File: src/tqr_pkg.sv
// Constants for the transmit queue ratio control register bank.
// Assumes a 16-bit register port addressed by byte offset.
package tqr_pkg;
  localparam int ADDR_W   = 8;
  localparam int DATA_W   = 16;
  localparam int RATIO_W  = 7;
  localparam int NUM_Q    = 4;
  localparam int QIDX_W   = 2;
  localparam int FIELD_W  = 8;

  // Register offsets
  localparam logic [7:0] ADDR_P1_UPPER = 8'hc8;
  localparam logic [7:0] ADDR_P1_LOWER = 8'hca;
  localparam logic [7:0] ADDR_P2_UPPER = 8'hcc;
  localparam logic [7:0] ADDR_P2_LOWER = 8'hce;
  localparam logic [7:0] ADDR_P1_STAT  = 8'hf0;
  localparam logic [7:0] ADDR_P2_STAT  = 8'hf2;

  // Reset values: control bits set, ratios 4/8 and 1/2
  localparam logic [15:0] UPPER_RESET = 16'h8488;
  localparam logic [15:0] LOWER_RESET = 16'h8182;

  // Field layout: control bit inside a byte lane, and the byte lane offsets
  localparam int CTRL_BIT  = 7;
  localparam int HI_LANE   = 8;
  localparam int LO_LANE   = 0;

  localparam logic [1:0] Q0 = 2'h0;
  localparam logic [1:0] Q1 = 2'h1;
  localparam logic [1:0] Q2 = 2'h2;
  localparam logic [1:0] Q3 = 2'h3;
endpackage

File: src/tqr_regs.sv
// Ratio control registers and per-port transmit queue schedulers.
// Assumes a plain register port and one pick request per packet slot.
//
// Notes on behaviour
// - First register per port: queue 2 in upper byte, queue 3 lower.
// - Second register per port: queue 0 in upper byte, queue 1 lower.
// - Port 2 has its own identical pair acting only on its queues.
// - Queue 2 control clear: queue 2 drains before lower queues.
// - Queue 3 control clear: queue 3 drains before all lower queues.
// - Queue 0 control clear: served only after higher queues.
// - Queue 1 control clear: queue 1 drains before queue 0.
// - Upper control set: queue limited to bits 14:8 packets per period.
// - Lower control set: queue limited to bits 6:0 packets per period.
// - Reset: queue 3 ratio 8, queue 2 ratio 4.
// - Reset: queue 1 ratio 2, queue 0 ratio 1.
// - All control bits reset to one; every field read/write.
`timescale 1ns/1ps

////////////////////////////////////////////////////////////////////////////
module tqr_port_sched (
  // Clock and reset
  input  wire logic        mclk,
  input  wire logic        rstn,
  // Configuration
  input  wire logic [15:0] upper_reg,
  input  wire logic [15:0] lower_reg,
  // Scheduling
  input  wire logic        period_start,
  input  wire logic [3:0]  pending,
  input  wire logic        pick,
  output logic             grant,
  output logic [1:0]       grant_queue,
  output logic [3:0]       exhausted
);

  // Byte lane of queue q: q3 upper lo, q2 upper hi, q1 lower lo, q0 lower hi
  function automatic logic [7:0] field_of(input logic [15:0] up,
                                          input logic [15:0] lo,
                                          input int          q);
    logic [7:0] f;
    f = 8'h00;
    case (q)
      3:       f = up[tqr_pkg::LO_LANE +: tqr_pkg::FIELD_W];
      2:       f = up[tqr_pkg::HI_LANE +: tqr_pkg::FIELD_W];
      1:       f = lo[tqr_pkg::LO_LANE +: tqr_pkg::FIELD_W];
      default: f = lo[tqr_pkg::HI_LANE +: tqr_pkg::FIELD_W];
    endcase
    return f;
  endfunction

  logic [3:0] ctrl;
  logic [3:0] elig;
  logic [6:0] ratio  [4];
  logic [6:0] credit [4];
  logic [6:0] next_credit [4];
  logic [1:0] sel;
  logic       any;
  logic       take;

  for (genvar q = 0; q < tqr_pkg::NUM_Q; q++) begin : g_q
    localparam logic [7:0] RST_F =
      field_of(tqr_pkg::UPPER_RESET, tqr_pkg::LOWER_RESET, q);
    localparam int QN = q;
    localparam logic [tqr_pkg::QIDX_W-1:0] QIDX = QN[tqr_pkg::QIDX_W-1:0];
    wire logic [7:0] f = field_of(upper_reg, lower_reg, q);
    assign ctrl[q]  = f[tqr_pkg::CTRL_BIT];
    assign ratio[q] = f[tqr_pkg::RATIO_W-1:0];
    // Strict queues eligible whenever pending; ratio queues only with credit
    assign elig[q]  = pending[q] && (!ctrl[q] || credit[q] != 7'h00);
    // Period reload wins over a same-cycle decrement
    assign next_credit[q] =
      period_start ? ratio[q] :
      (take && sel == QIDX && ctrl[q] && credit[q] != 7'h00)
        ? credit[q] - 7'h01 : credit[q];

    always_ff @(posedge mclk) begin
      if (!rstn) begin
        credit[q]    <= RST_F[tqr_pkg::RATIO_W-1:0];
        exhausted[q] <= 1'b0;
      end else begin
        credit[q]    <= next_credit[q];
        exhausted[q] <= ctrl[q] && next_credit[q] == 7'h00;
      end
    end

    property p_reload;
      @(posedge mclk) disable iff (!rstn)
        period_start |=> credit[q] == $past(ratio[q]);
    endproperty
    a_reload: assert property (p_reload)
      else $error("credit not reloaded at period start");

    property p_decrement;
      @(posedge mclk) disable iff (!rstn)
        !period_start && take && sel == QIDX && ctrl[q]
        |=> credit[q] == $past(credit[q]) - 7'h01;
    endproperty
    a_decrement: assert property (p_decrement)
      else $error("ratio queue credit not spent on grant");
  end

  // Highest eligible queue wins
  assign sel  = elig[3] ? tqr_pkg::Q3 :
                elig[2] ? tqr_pkg::Q2 :
                elig[1] ? tqr_pkg::Q1 : tqr_pkg::Q0;
  assign any  = |elig;
  assign take = pick && any;

  always_ff @(posedge mclk) begin
    if (!rstn) begin
      grant       <= 1'b0;
      grant_queue <= tqr_pkg::Q0;
    end else begin
      grant       <= take;
      grant_queue <= sel;
    end
  end

  property p_q3_strict;
    @(posedge mclk) disable iff (!rstn)
      pick && pending[3] && !ctrl[3] |=> grant && grant_queue == 2'h3;
  endproperty
  a_q3_strict: assert property (p_q3_strict)
    else $error("strict queue 3 not served first");

  property p_q2_strict;
    @(posedge mclk) disable iff (!rstn)
      pick && pending[2] && !ctrl[2] && !elig[3]
      |=> grant && grant_queue == 2'h2;
  endproperty
  a_q2_strict: assert property (p_q2_strict)
    else $error("strict queue 2 passed over");

  property p_q1_strict;
    @(posedge mclk) disable iff (!rstn)
      pick && pending[1] && !ctrl[1] && !elig[3] && !elig[2]
      |=> grant && grant_queue == 2'h1;
  endproperty
  a_q1_strict: assert property (p_q1_strict)
    else $error("strict queue 1 not served before queue 0");

  property p_q0_last;
    @(posedge mclk) disable iff (!rstn)
      grant && grant_queue == 2'h0 |-> $past(elig[3:1]) == 3'h0;
  endproperty
  a_q0_last: assert property (p_q0_last)
    else $error("queue 0 served ahead of an eligible higher queue");

  property p_spent_blocks;
    @(posedge mclk) disable iff (!rstn)
      pick && !pending[3] && !pending[2] && !pending[1] && pending[0]
      && ctrl[0] && credit[0] == 7'h00 |=> !grant;
  endproperty
  a_spent_blocks: assert property (p_spent_blocks)
    else $error("spent ratio queue was granted");

endmodule

////////////////////////////////////////////////////////////////////////////
module tqr_regs (
  // Clock and reset
  input  wire logic        mclk,
  input  wire logic        rstn,
  // Register port
  input  wire logic [7:0]  reg_addr,
  input  wire logic [15:0] reg_wdata,
  input  wire logic        reg_wr,
  input  wire logic        reg_rd,
  output logic      [15:0] reg_rdata,
  // Scheduling period
  input  wire logic        period_start,
  // Port 1 transmit queues
  input  wire logic [3:0]  p1_pending,
  input  wire logic        p1_pick,
  output logic             p1_grant,
  output logic      [1:0]  p1_grant_queue,
  // Port 2 transmit queues
  input  wire logic [3:0]  p2_pending,
  input  wire logic        p2_pick,
  output logic             p2_grant,
  output logic      [1:0]  p2_grant_queue
);

  logic [15:0] port1_upper_queue_ratio;
  logic [15:0] port1_lower_queue_ratio;
  logic [15:0] port2_upper_queue_ratio;
  logic [15:0] port2_lower_queue_ratio;
  logic [3:0]  p1_exhausted;
  logic [3:0]  p2_exhausted;
  logic [15:0] rd_mux;

  //////////////////////////////////////////////////////////////////////////
  // Write decode
  wire logic wr_p1u = reg_wr && reg_addr == tqr_pkg::ADDR_P1_UPPER;
  wire logic wr_p1l = reg_wr && reg_addr == tqr_pkg::ADDR_P1_LOWER;
  wire logic wr_p2u = reg_wr && reg_addr == tqr_pkg::ADDR_P2_UPPER;
  wire logic wr_p2l = reg_wr && reg_addr == tqr_pkg::ADDR_P2_LOWER;

  always_ff @(posedge mclk) begin
    if (!rstn) begin
      port1_upper_queue_ratio <= tqr_pkg::UPPER_RESET;
      port1_lower_queue_ratio <= tqr_pkg::LOWER_RESET;
      port2_upper_queue_ratio <= tqr_pkg::UPPER_RESET;
      port2_lower_queue_ratio <= tqr_pkg::LOWER_RESET;
    end else begin
      if (wr_p1u) port1_upper_queue_ratio <= reg_wdata;
      if (wr_p1l) port1_lower_queue_ratio <= reg_wdata;
      if (wr_p2u) port2_upper_queue_ratio <= reg_wdata;
      if (wr_p2l) port2_lower_queue_ratio <= reg_wdata;
    end
  end

  //////////////////////////////////////////////////////////////////////////
  // Read mux; unmapped offsets read zero
  assign rd_mux =
    reg_addr == tqr_pkg::ADDR_P1_UPPER ? port1_upper_queue_ratio :
    reg_addr == tqr_pkg::ADDR_P1_LOWER ? port1_lower_queue_ratio :
    reg_addr == tqr_pkg::ADDR_P2_UPPER ? port2_upper_queue_ratio :
    reg_addr == tqr_pkg::ADDR_P2_LOWER ? port2_lower_queue_ratio :
    reg_addr == tqr_pkg::ADDR_P1_STAT  ? {12'h000, p1_exhausted} :
    reg_addr == tqr_pkg::ADDR_P2_STAT  ? {12'h000, p2_exhausted} :
    16'h0000;

  always_ff @(posedge mclk) begin
    if (!rstn) reg_rdata <= 16'h0000;
    else       reg_rdata <= reg_rd ? rd_mux : 16'h0000;
  end

  //////////////////////////////////////////////////////////////////////////
  // One scheduler per port, each steered only by its own pair
  tqr_port_sched u_p1 (
    .mclk         (mclk),
    .rstn         (rstn),
    .upper_reg    (port1_upper_queue_ratio),
    .lower_reg    (port1_lower_queue_ratio),
    .period_start (period_start),
    .pending      (p1_pending),
    .pick         (p1_pick),
    .grant        (p1_grant),
    .grant_queue  (p1_grant_queue),
    .exhausted    (p1_exhausted)
  );

  tqr_port_sched u_p2 (
    .mclk         (mclk),
    .rstn         (rstn),
    .upper_reg    (port2_upper_queue_ratio),
    .lower_reg    (port2_lower_queue_ratio),
    .period_start (period_start),
    .pending      (p2_pending),
    .pick         (p2_pick),
    .grant        (p2_grant),
    .grant_queue  (p2_grant_queue),
    .exhausted    (p2_exhausted)
  );

  //////////////////////////////////////////////////////////////////////////
  property p_reset_values;
    @(posedge mclk) disable iff (!rstn)
      $rose(rstn) |-> port1_upper_queue_ratio == tqr_pkg::UPPER_RESET
                   && port1_lower_queue_ratio == tqr_pkg::LOWER_RESET
                   && port2_upper_queue_ratio == tqr_pkg::UPPER_RESET
                   && port2_lower_queue_ratio == tqr_pkg::LOWER_RESET;
  endproperty
  a_reset_values: assert property (p_reset_values)
    else $error("ratio registers wrong after reset");

  property p_write_read;
    @(posedge mclk) disable iff (!rstn)
      reg_wr && reg_addr == tqr_pkg::ADDR_P1_LOWER
      ##1 reg_rd && reg_addr == tqr_pkg::ADDR_P1_LOWER && !reg_wr
      |=> reg_rdata == $past(reg_wdata, 2);
  endproperty
  a_write_read: assert property (p_write_read)
    else $error("written ratio value not read back");

  property p_read_upper;
    @(posedge mclk) disable iff (!rstn)
      reg_rd && reg_addr == tqr_pkg::ADDR_P1_UPPER
      |=> reg_rdata == $past(port1_upper_queue_ratio);
  endproperty
  a_read_upper: assert property (p_read_upper)
    else $error("upper ratio register read wrong");

  property p_port_isolation;
    @(posedge mclk) disable iff (!rstn)
      reg_wr && reg_addr == tqr_pkg::ADDR_P2_UPPER
      |=> port1_upper_queue_ratio == $past(port1_upper_queue_ratio)
       && port2_upper_queue_ratio == $past(reg_wdata);
  endproperty
  a_port_isolation: assert property (p_port_isolation)
    else $error("port 2 write disturbed port 1");

  property p_lower_isolation;
    @(posedge mclk) disable iff (!rstn)
      reg_wr && reg_addr == tqr_pkg::ADDR_P2_LOWER
      |=> port1_lower_queue_ratio == $past(port1_lower_queue_ratio)
       && port2_lower_queue_ratio == $past(reg_wdata);
  endproperty
  a_lower_isolation: assert property (p_lower_isolation)
    else $error("port 2 lower write disturbed port 1");

  property p_rdata_idle;
    @(posedge mclk) disable iff (!rstn)
      !reg_rd |=> reg_rdata == 16'h0000;
  endproperty
  a_rdata_idle: assert property (p_rdata_idle)
    else $error("read data not zero outside a read");

endmodule

File: config.mk
export PLATFORM = sky130hd
export DESIGN_NAME = tqr_regs
export DESIGN_NICKNAME = d
export VERILOG_FILES = /design/src/tqr_pkg.sv /design/src/tqr_regs.sv
export SDC_FILE = /design/constraint.sdc
export NUM_CORES = 1
export LEC_CHECK = 0
export ABC_AREA = 0
export BUFFER_PORTS_ARGS = -buffer_cell sky130_fd_sc_hd__buf_2
export CORE_MARGIN = 10
export CORE_UTILIZATION = 40
export CTS_BUF_LIST = sky130_fd_sc_hd__clkbuf_2 sky130_fd_sc_hd__clkbuf_4 sky130_fd_sc_hd__clkbuf_8
export DETAILED_ROUTE_END_ITERATION = 7
export PLACE_DENSITY = 0.62
export SETUP_SLACK_MARGIN = 0.02
export SYNTH_ARGS = -nofsm -noshare
export SYNTH_HDL_FRONTEND = slang
export SYNTH_SLANG_ARGS = --single-unit
export TNS_END_PERCENT = 1
File: constraint.sdc
create_clock -name mclk -period 5.3 [get_ports mclk]
set_input_delay 1.06 -clock mclk [delete_from_list [all_inputs] [get_ports mclk]]
set_output_delay 1.06 -clock mclk [all_outputs]
set_load 0.005 [all_outputs]
# Yosys cells after proc, flatten, opt, wreduce, memory -nomap -nowiden
# Memory sizes are Yosys's and may differ from the RTL's.
# Index checks and enable logic that the tools add are counted.
[totals]
register_bits = 94
latch_bits = 0
ramBits = 56
rom_bits = 0
in_bits = 39
output_inout_bits = 22
word_cells = 168
mem_count = 2
[memory_table]
columns = ["memory", "words", "width", "read_ports", "rd_ports_with_merged_regs", "write_ports", "line_no", "rtl"]
rows = [
  ["u_p1.credit", 4, 7, 4, 0, 4, "tqr_regs.sv:54", "logic [6:0] credit [4];"],
  ["u_p2.credit", 4, 7, 4, 0, 4, "tqr_regs.sv:54", ""],
]
[op_classes]
add_sub_neg = 8
mul = 0
div = 0
n_lt_le_gt_ge = 0
eq_ne = 12
n_shift = 0
n_mux = 38
n_bitwise = 8
reduce_logical = 83
[op_table]
columns = ["cell", "n"]
rows = [
  ["two-way mux 7 bit", 24],
  ["two-way mux 16 bit", 4],
  ["zero test 7 bit", 8],
  ["nonzero test 7 bit", 8],
  ["subtractor 7 x 1 -> 7 bit, second input constant", 8],
  ["equality test 8 bit, second input constant", 6],
  ["logical AND 1 bit", 46],
  ["equality test 2 bit, second input constant", 4],
  ["zero test 1 bit", 8],
  ["logical OR 1 bit", 8],
  ["two-way mux 2 bit", 4],
  ["two-way mux 4 bit", 2],
  ["bitwise OR 1 bit", 8],
  ["OR reduction 4 bit", 2],
  ["equality test 2 x 1 -> 1 bit, second input constant", 2],
  ["zero test 2 bit", 2],
  ["two-way mux 1 bit", 4],
  ["AND reduction 2 bit", 1],
]

# Logic depth before layout (Yosys ltp)
# An unclocked memory read counts as a cell.
[logic_depth]
ltp_word = 15
depth_mapped = 10
ltp_nobuf = 9

# Cells and area by module
# Synthesis repeated with hierarchy kept, for this count alone.
[hier_totals]
cells_unflattened = 883
area_unflattened_um2 = 7632.3
[by_module_without_submodules]
columns = ["module", "instances", "cells_each", "area_each_um2", "seq_area_each_um2"]
rows = [
  ["tqr_regs", 1, 380, 3405.8, 1601.5],
  ["tqr_port_sched at u_p1", 1, 254, 2180.8, 700.7],
  ["tqr_port_sched at u_p2", 1, 249, 2045.7, 700.7],
]

# Worst setup path before layout
# OpenSTA, ideal clock, no wires.
[synth_path]
kind = "input to register"
from = "in p2_pending[1]"
to = "reg u_p2.exhausted[1]"
setup_time_ps = 88
t_arrival_ps = 2778
required_time_ps = 5212
setup_slack_ps = 2434
path_stages = 7
path_buffers = 0
cell_sequence = "nor4b_1 -> o21ai_0 -> or4_1 -> xor2_1 -> o21ai_0 -> or4_1 -> nor4_2"
[synth_via]
elab_chain_len = 12
elab_cells_between_ends = 14
classes_between = "eq/ne: 1; mux: 5; reduce/logical: 8"
[synth_lines]
columns = ["item", "line_no", "rtl"]
rows = [
  ["start, declared", "tqr_regs.sv:178", "input wire logic [3:0] p2_pending,"],
  ["logical AND 1 bit *", "tqr_regs.sv:69", "assign elig[q] = pending[q] && (!ctrl[q] || credit[q] != 7'h00);"],
  ["two-way mux 1 bit", "tqr_regs.sv:105", "elig[1] ? tqr_pkg::Q1 : tqr_pkg::Q0;"],
  ["two-way mux 2 bit", "tqr_regs.sv:104", "elig[2] ? tqr_pkg::Q2 :"],
  ["two-way mux 2 bit", "tqr_regs.sv:103", "assign sel = elig[3] ? tqr_pkg::Q3 :"],
  ["equality test 2 x 1 -> 1 bit", "tqr_regs.sv:73", "(take && sel == QIDX && ctrl[q] && credit[q] != 7'h00)"],
  ["logical AND 1 bit * (3 in a row)", "tqr_regs.sv:73", ""],
  ["two-way mux 7 bit *", "tqr_regs.sv:74", "? credit[q] - 7'h01 : credit[q];"],
  ["two-way mux 7 bit *", "tqr_regs.sv:72", "period_start ? ratio[q] :"],
  ["zero test 7 bit *", "tqr_regs.sv:82", "exhausted[q] <= ctrl[q] && next_credit[q] == 7'h00;"],
  ["logical AND 1 bit *", "tqr_regs.sv:82", ""],
  ["end signal, assigned by index", "tqr_regs.sv:79", "exhausted[q] <= 1'b0;"],
  ["end signal, assigned by index", "tqr_regs.sv:82", ""],
  ["end, declared", "tqr_regs.sv:33", "output logic [3:0] exhausted"],
]
# Mark *: on every way between the ends. The rest lies on a longest branch, timed or not.
# A chain may end at the register's enable or synchronous reset.

==> reports/metrics.yaml <==
path_cells: "or4_4, o21a_1, or4_1, xor2_1, o21ai_0, or4_1, nor4_2"
pin_count: 61
crit_path_top_delay_cell: "or4_4"
grt_overflow: 0
cts_tree: "built"
async_reset_ff_frac: 0
dp_hpwl_um: 14900
fmax_ghz: 0.332
critical_path_depth: 7
fin_worst_skew_ns: 0.0101
drtAntennaViolNets: 0
syn-num-nets: 920
clock_sinks: 150
layout.nets: 958
wl_met1_um: 9430
drt_iter0_markers: 498
timing.slew.headroom: 0.409
post_cts_buffers: 0
hold_viol: 0
grt_use_total: 0.171
ys_seq_area_frac: 0.417
cts_resized: 0
cts-htree-levels: 4
syn_area_mm2: 0.00720
syn_avg_cell_area_um2: 8.33
vias: 6388
fillers: 1789
startpoint: "u_p2.credit[1][9]$_SDFF_PN0_"
violations: "DRC"
grt_pass1_wl_um: 32800
vias_per_cell: 5.58
grt_pass1_vias: 6179
syn2layout_area_growth_pct: 11.9
hold_depth: 2
cts_buffer_depth: 2
slew_violations: 0
top_layer_used: "met4"
cp_max_fo: 6
r2r-end: "u_p2.exhausted[1]$_SDFF_PN0_"
setup_viol: 0
routed-wl-met2_um: 9380
critPathBufInv: 0
dieArea_mm2: 0.0238
syn_inst: 865
timing.final.crit_share: 0.569
final.setup.tns_ns: 0
worst_pin_slew_ns: 0.885
antenna_cells: 0
holdBufCountCts: 0
slowest_delay_ns: 0.60
antenna_found_initial: 0
drc: 1
drive_gt1_frac: 0.133
wl_um: 20700
path_class: "flop to flop"
rr_startpoint: "u_p2.credit[1][9]$_SDFF_PN0_"
p_leak_uw: 0.00327
cts_buffers: 17
min_period_ns: 3.02
rr_worst_depth: 7
critical-path-top-delay-family: "simple AND/OR/NAND/NOR gates"
synth_flop_cell: "dfxtp_1"
max_cap_viol_count: 0
yosys_warnings: 0
powerDensity_mw_per_mm2: 274
crit_end: "u_p2.exhausted[1]$_SDFF_PN0_"
core_mm2: 0.0178
critical_path.startpoint_type: "flop"
cts-root-buf: "clkbuf_8"
wire_per_inst_um: 18.1
gp_congestion: 0.884
dr_wl_met3_um: 1630
die_h_um: 154
numPortBuffers: 60
drtPass1Iterations: 8
end_kind: "flop"
rows: 49
grt_max_degree: 50
worstPathArrival_ns: 3.38
reg2reg_slack_ns: 2.28
finish.utilization: 0.452
synth-seq-cells: 150
cp.required_ns: 5.67
synth_cell_types: 64
clk_pin_slew_ns: 0.09
synth_edf_count: 0
status: "finished with violations"
ir_worst_vdd_uv: 151
die_w_um: 154
rsz0062_at_grt: "no"
hp-class: "flop to flop"
crit_path_frequent_cell: "or4_1"
start_util: 0.404
clock_latency_ns: 0.46
==> metrics by stage <==
step | cell area, um2 | setup WS, ns | cells | power (uW) | hold slack (ns)
4_1_cts | 8060 | 2.27 | 1145 | 2220 | 0.477
3_3_place_gp | 7660 | 2.00 | 1113 | 1340 | 0.462
3_5_place_dp | 7660 | 1.98 | 1113 | 1340 | 0.466
6_report | 8060 | 2.28 | 1145 | 2210 | 0.477
5_1_grt | 8060 | 2.02 | 1145 | 2290 | 0.505
2_1_floorplan | 7200 | 2.43 | 865 | 1280 | 0.444
==> power breakdown <==
part	switching, uW	internal (uW)
Combinational	111	58.0
Sequential	7.98	1140
Clock	445	446
==> logic make-up after synthesis <==
| family | count (synthesis) | share of synthesized area |
|---|---|---|
| and+or+nand+nor | 375 | 0.252 |
| AOI/OAI and AO/OA | 161 | 0.148 |
| DFF | 150 | 0.417 |
| buffers and inverters | 76 | 0.0408 |
| muxes | 44 | 0.0618 |
| xor gates and xnor gates | 43 | 0.0523 |
| adders and majority gates | 16 | 0.0278 |
==> sequential cells by signal, indices dropped and copies added, names as in the netlist <==
register and flops:
port2_lower_queue_ratio 16, port2_upper_queue_ratio 16, u_p2.grant 1, u_p2.grant_queue 2
u_p1.credit 28, u_p2.exhausted 4, u_p1.grant 1, u_p1.grant_queue 2
port1_upper_queue_ratio 16, port1_lower_queue_ratio 16, u_p2.credit 28, u_p1.exhausted 4
reg_rdata 16
==> per-layer routing <==
metal	up-vias	track usage
met3	24	0.0596
met1	3035	0.220
met4	0	0.0468
li1	3131	-
met2	198	0.267
met5	-	0
==> cells in the final DEF (no fill, tap or decap), types with 4 or more instances in the layout <==
master and count:
and2_1 20, o211ai_1 7, nand4_1 16, mux2_2 4, xnor2_1 23, nand3_1 33, inv_1 27, xor2_1 20
nor4b_1 5, or4_1 6, buf_4 6, clkinv_2 4, buf_2 60, a22o_1 10, dfxtp_1 150, or3_1 9
a222oi_1 10, nor4_1 11, a31oi_1 5, nor3_1 15, ha_1 16, clkbuf_8 19, a21oi_1 57, nor2b_1 5
nor2_1 72, mux2i_1 40, o21ai_0 31, and3_1 6, nand2_1 151, a221oi_1 5, o21a_1 5, nand2b_1 6
==> how the worst min path moves through the flow <==
stage	start	end	slack [ns]
floorplan	port1_lower_queue_ratio[13]$_SDFFE_PN0P_	port1_lower_queue_ratio[13]$_SDFFE_PN0P_	0.44
global placement	port2_lower_queue_ratio[0]$_SDFFE_PN0P_	port2_lower_queue_ratio[0]$_SDFFE_PN0P_	0.46
detailed placement	port2_lower_queue_ratio[0]$_SDFFE_PN0P_	port2_lower_queue_ratio[0]$_SDFFE_PN0P_	0.47
CTS	port2_lower_queue_ratio[0]$_SDFFE_PN0P_	port2_lower_queue_ratio[0]$_SDFFE_PN0P_	0.48
global route	port2_lower_queue_ratio[11]$_SDFFE_PN0P_	port2_lower_queue_ratio[11]$_SDFFE_PN0P_	0.50
finish	port1_lower_queue_ratio[0]$_SDFFE_PN0P_	port1_lower_queue_ratio[0]$_SDFFE_PN0P_	0.48
==> cell type report <==
type	instances	area, um2	share of cell area
repair buffers	66	345	0.0428
flip-flops and latches	150	3000	0.372
clock inverters	12	129	0.0160
multi-input cells	639	3920	0.486
clock buffers	20	269	0.0334
well taps	229	287	0.0355
inverters	29	109	0.0135
==> worst register-to-register path, cell delays in order (launching register included) <==
cell     delay, ns
dfxtp_1       0.37
or4_4         0.60
o21a_1        0.26
or4_1         0.60
xor2_1        0.15
o21ai_0       0.09
or4_1         0.58
nor4_2        0.29
==> cells in the mapped netlist, types with 7 or more instances <==
cell      number  area [um2]
nand2_1      151         567
dfxtp_1      150        3000
nor2_1        72         270
a21oi_1       57         285
clkbuf_1      40         150
mux2i_1       40         400
nand3_1       33         165
o21ai_0       31         155
inv_1         28         105
xnor2_1       23         201
and2_1        20         125
xor2_1        20         175
ha_1          16         200
nand4_1       16         100
nor3_1        15        75.1
nor4_1        12        75.1
a222oi_1      10         100
a22o_1        10        87.6
or3_1          9        56.3
o211ai_1       7        52.6
Power figures use the tool's default switching activity.
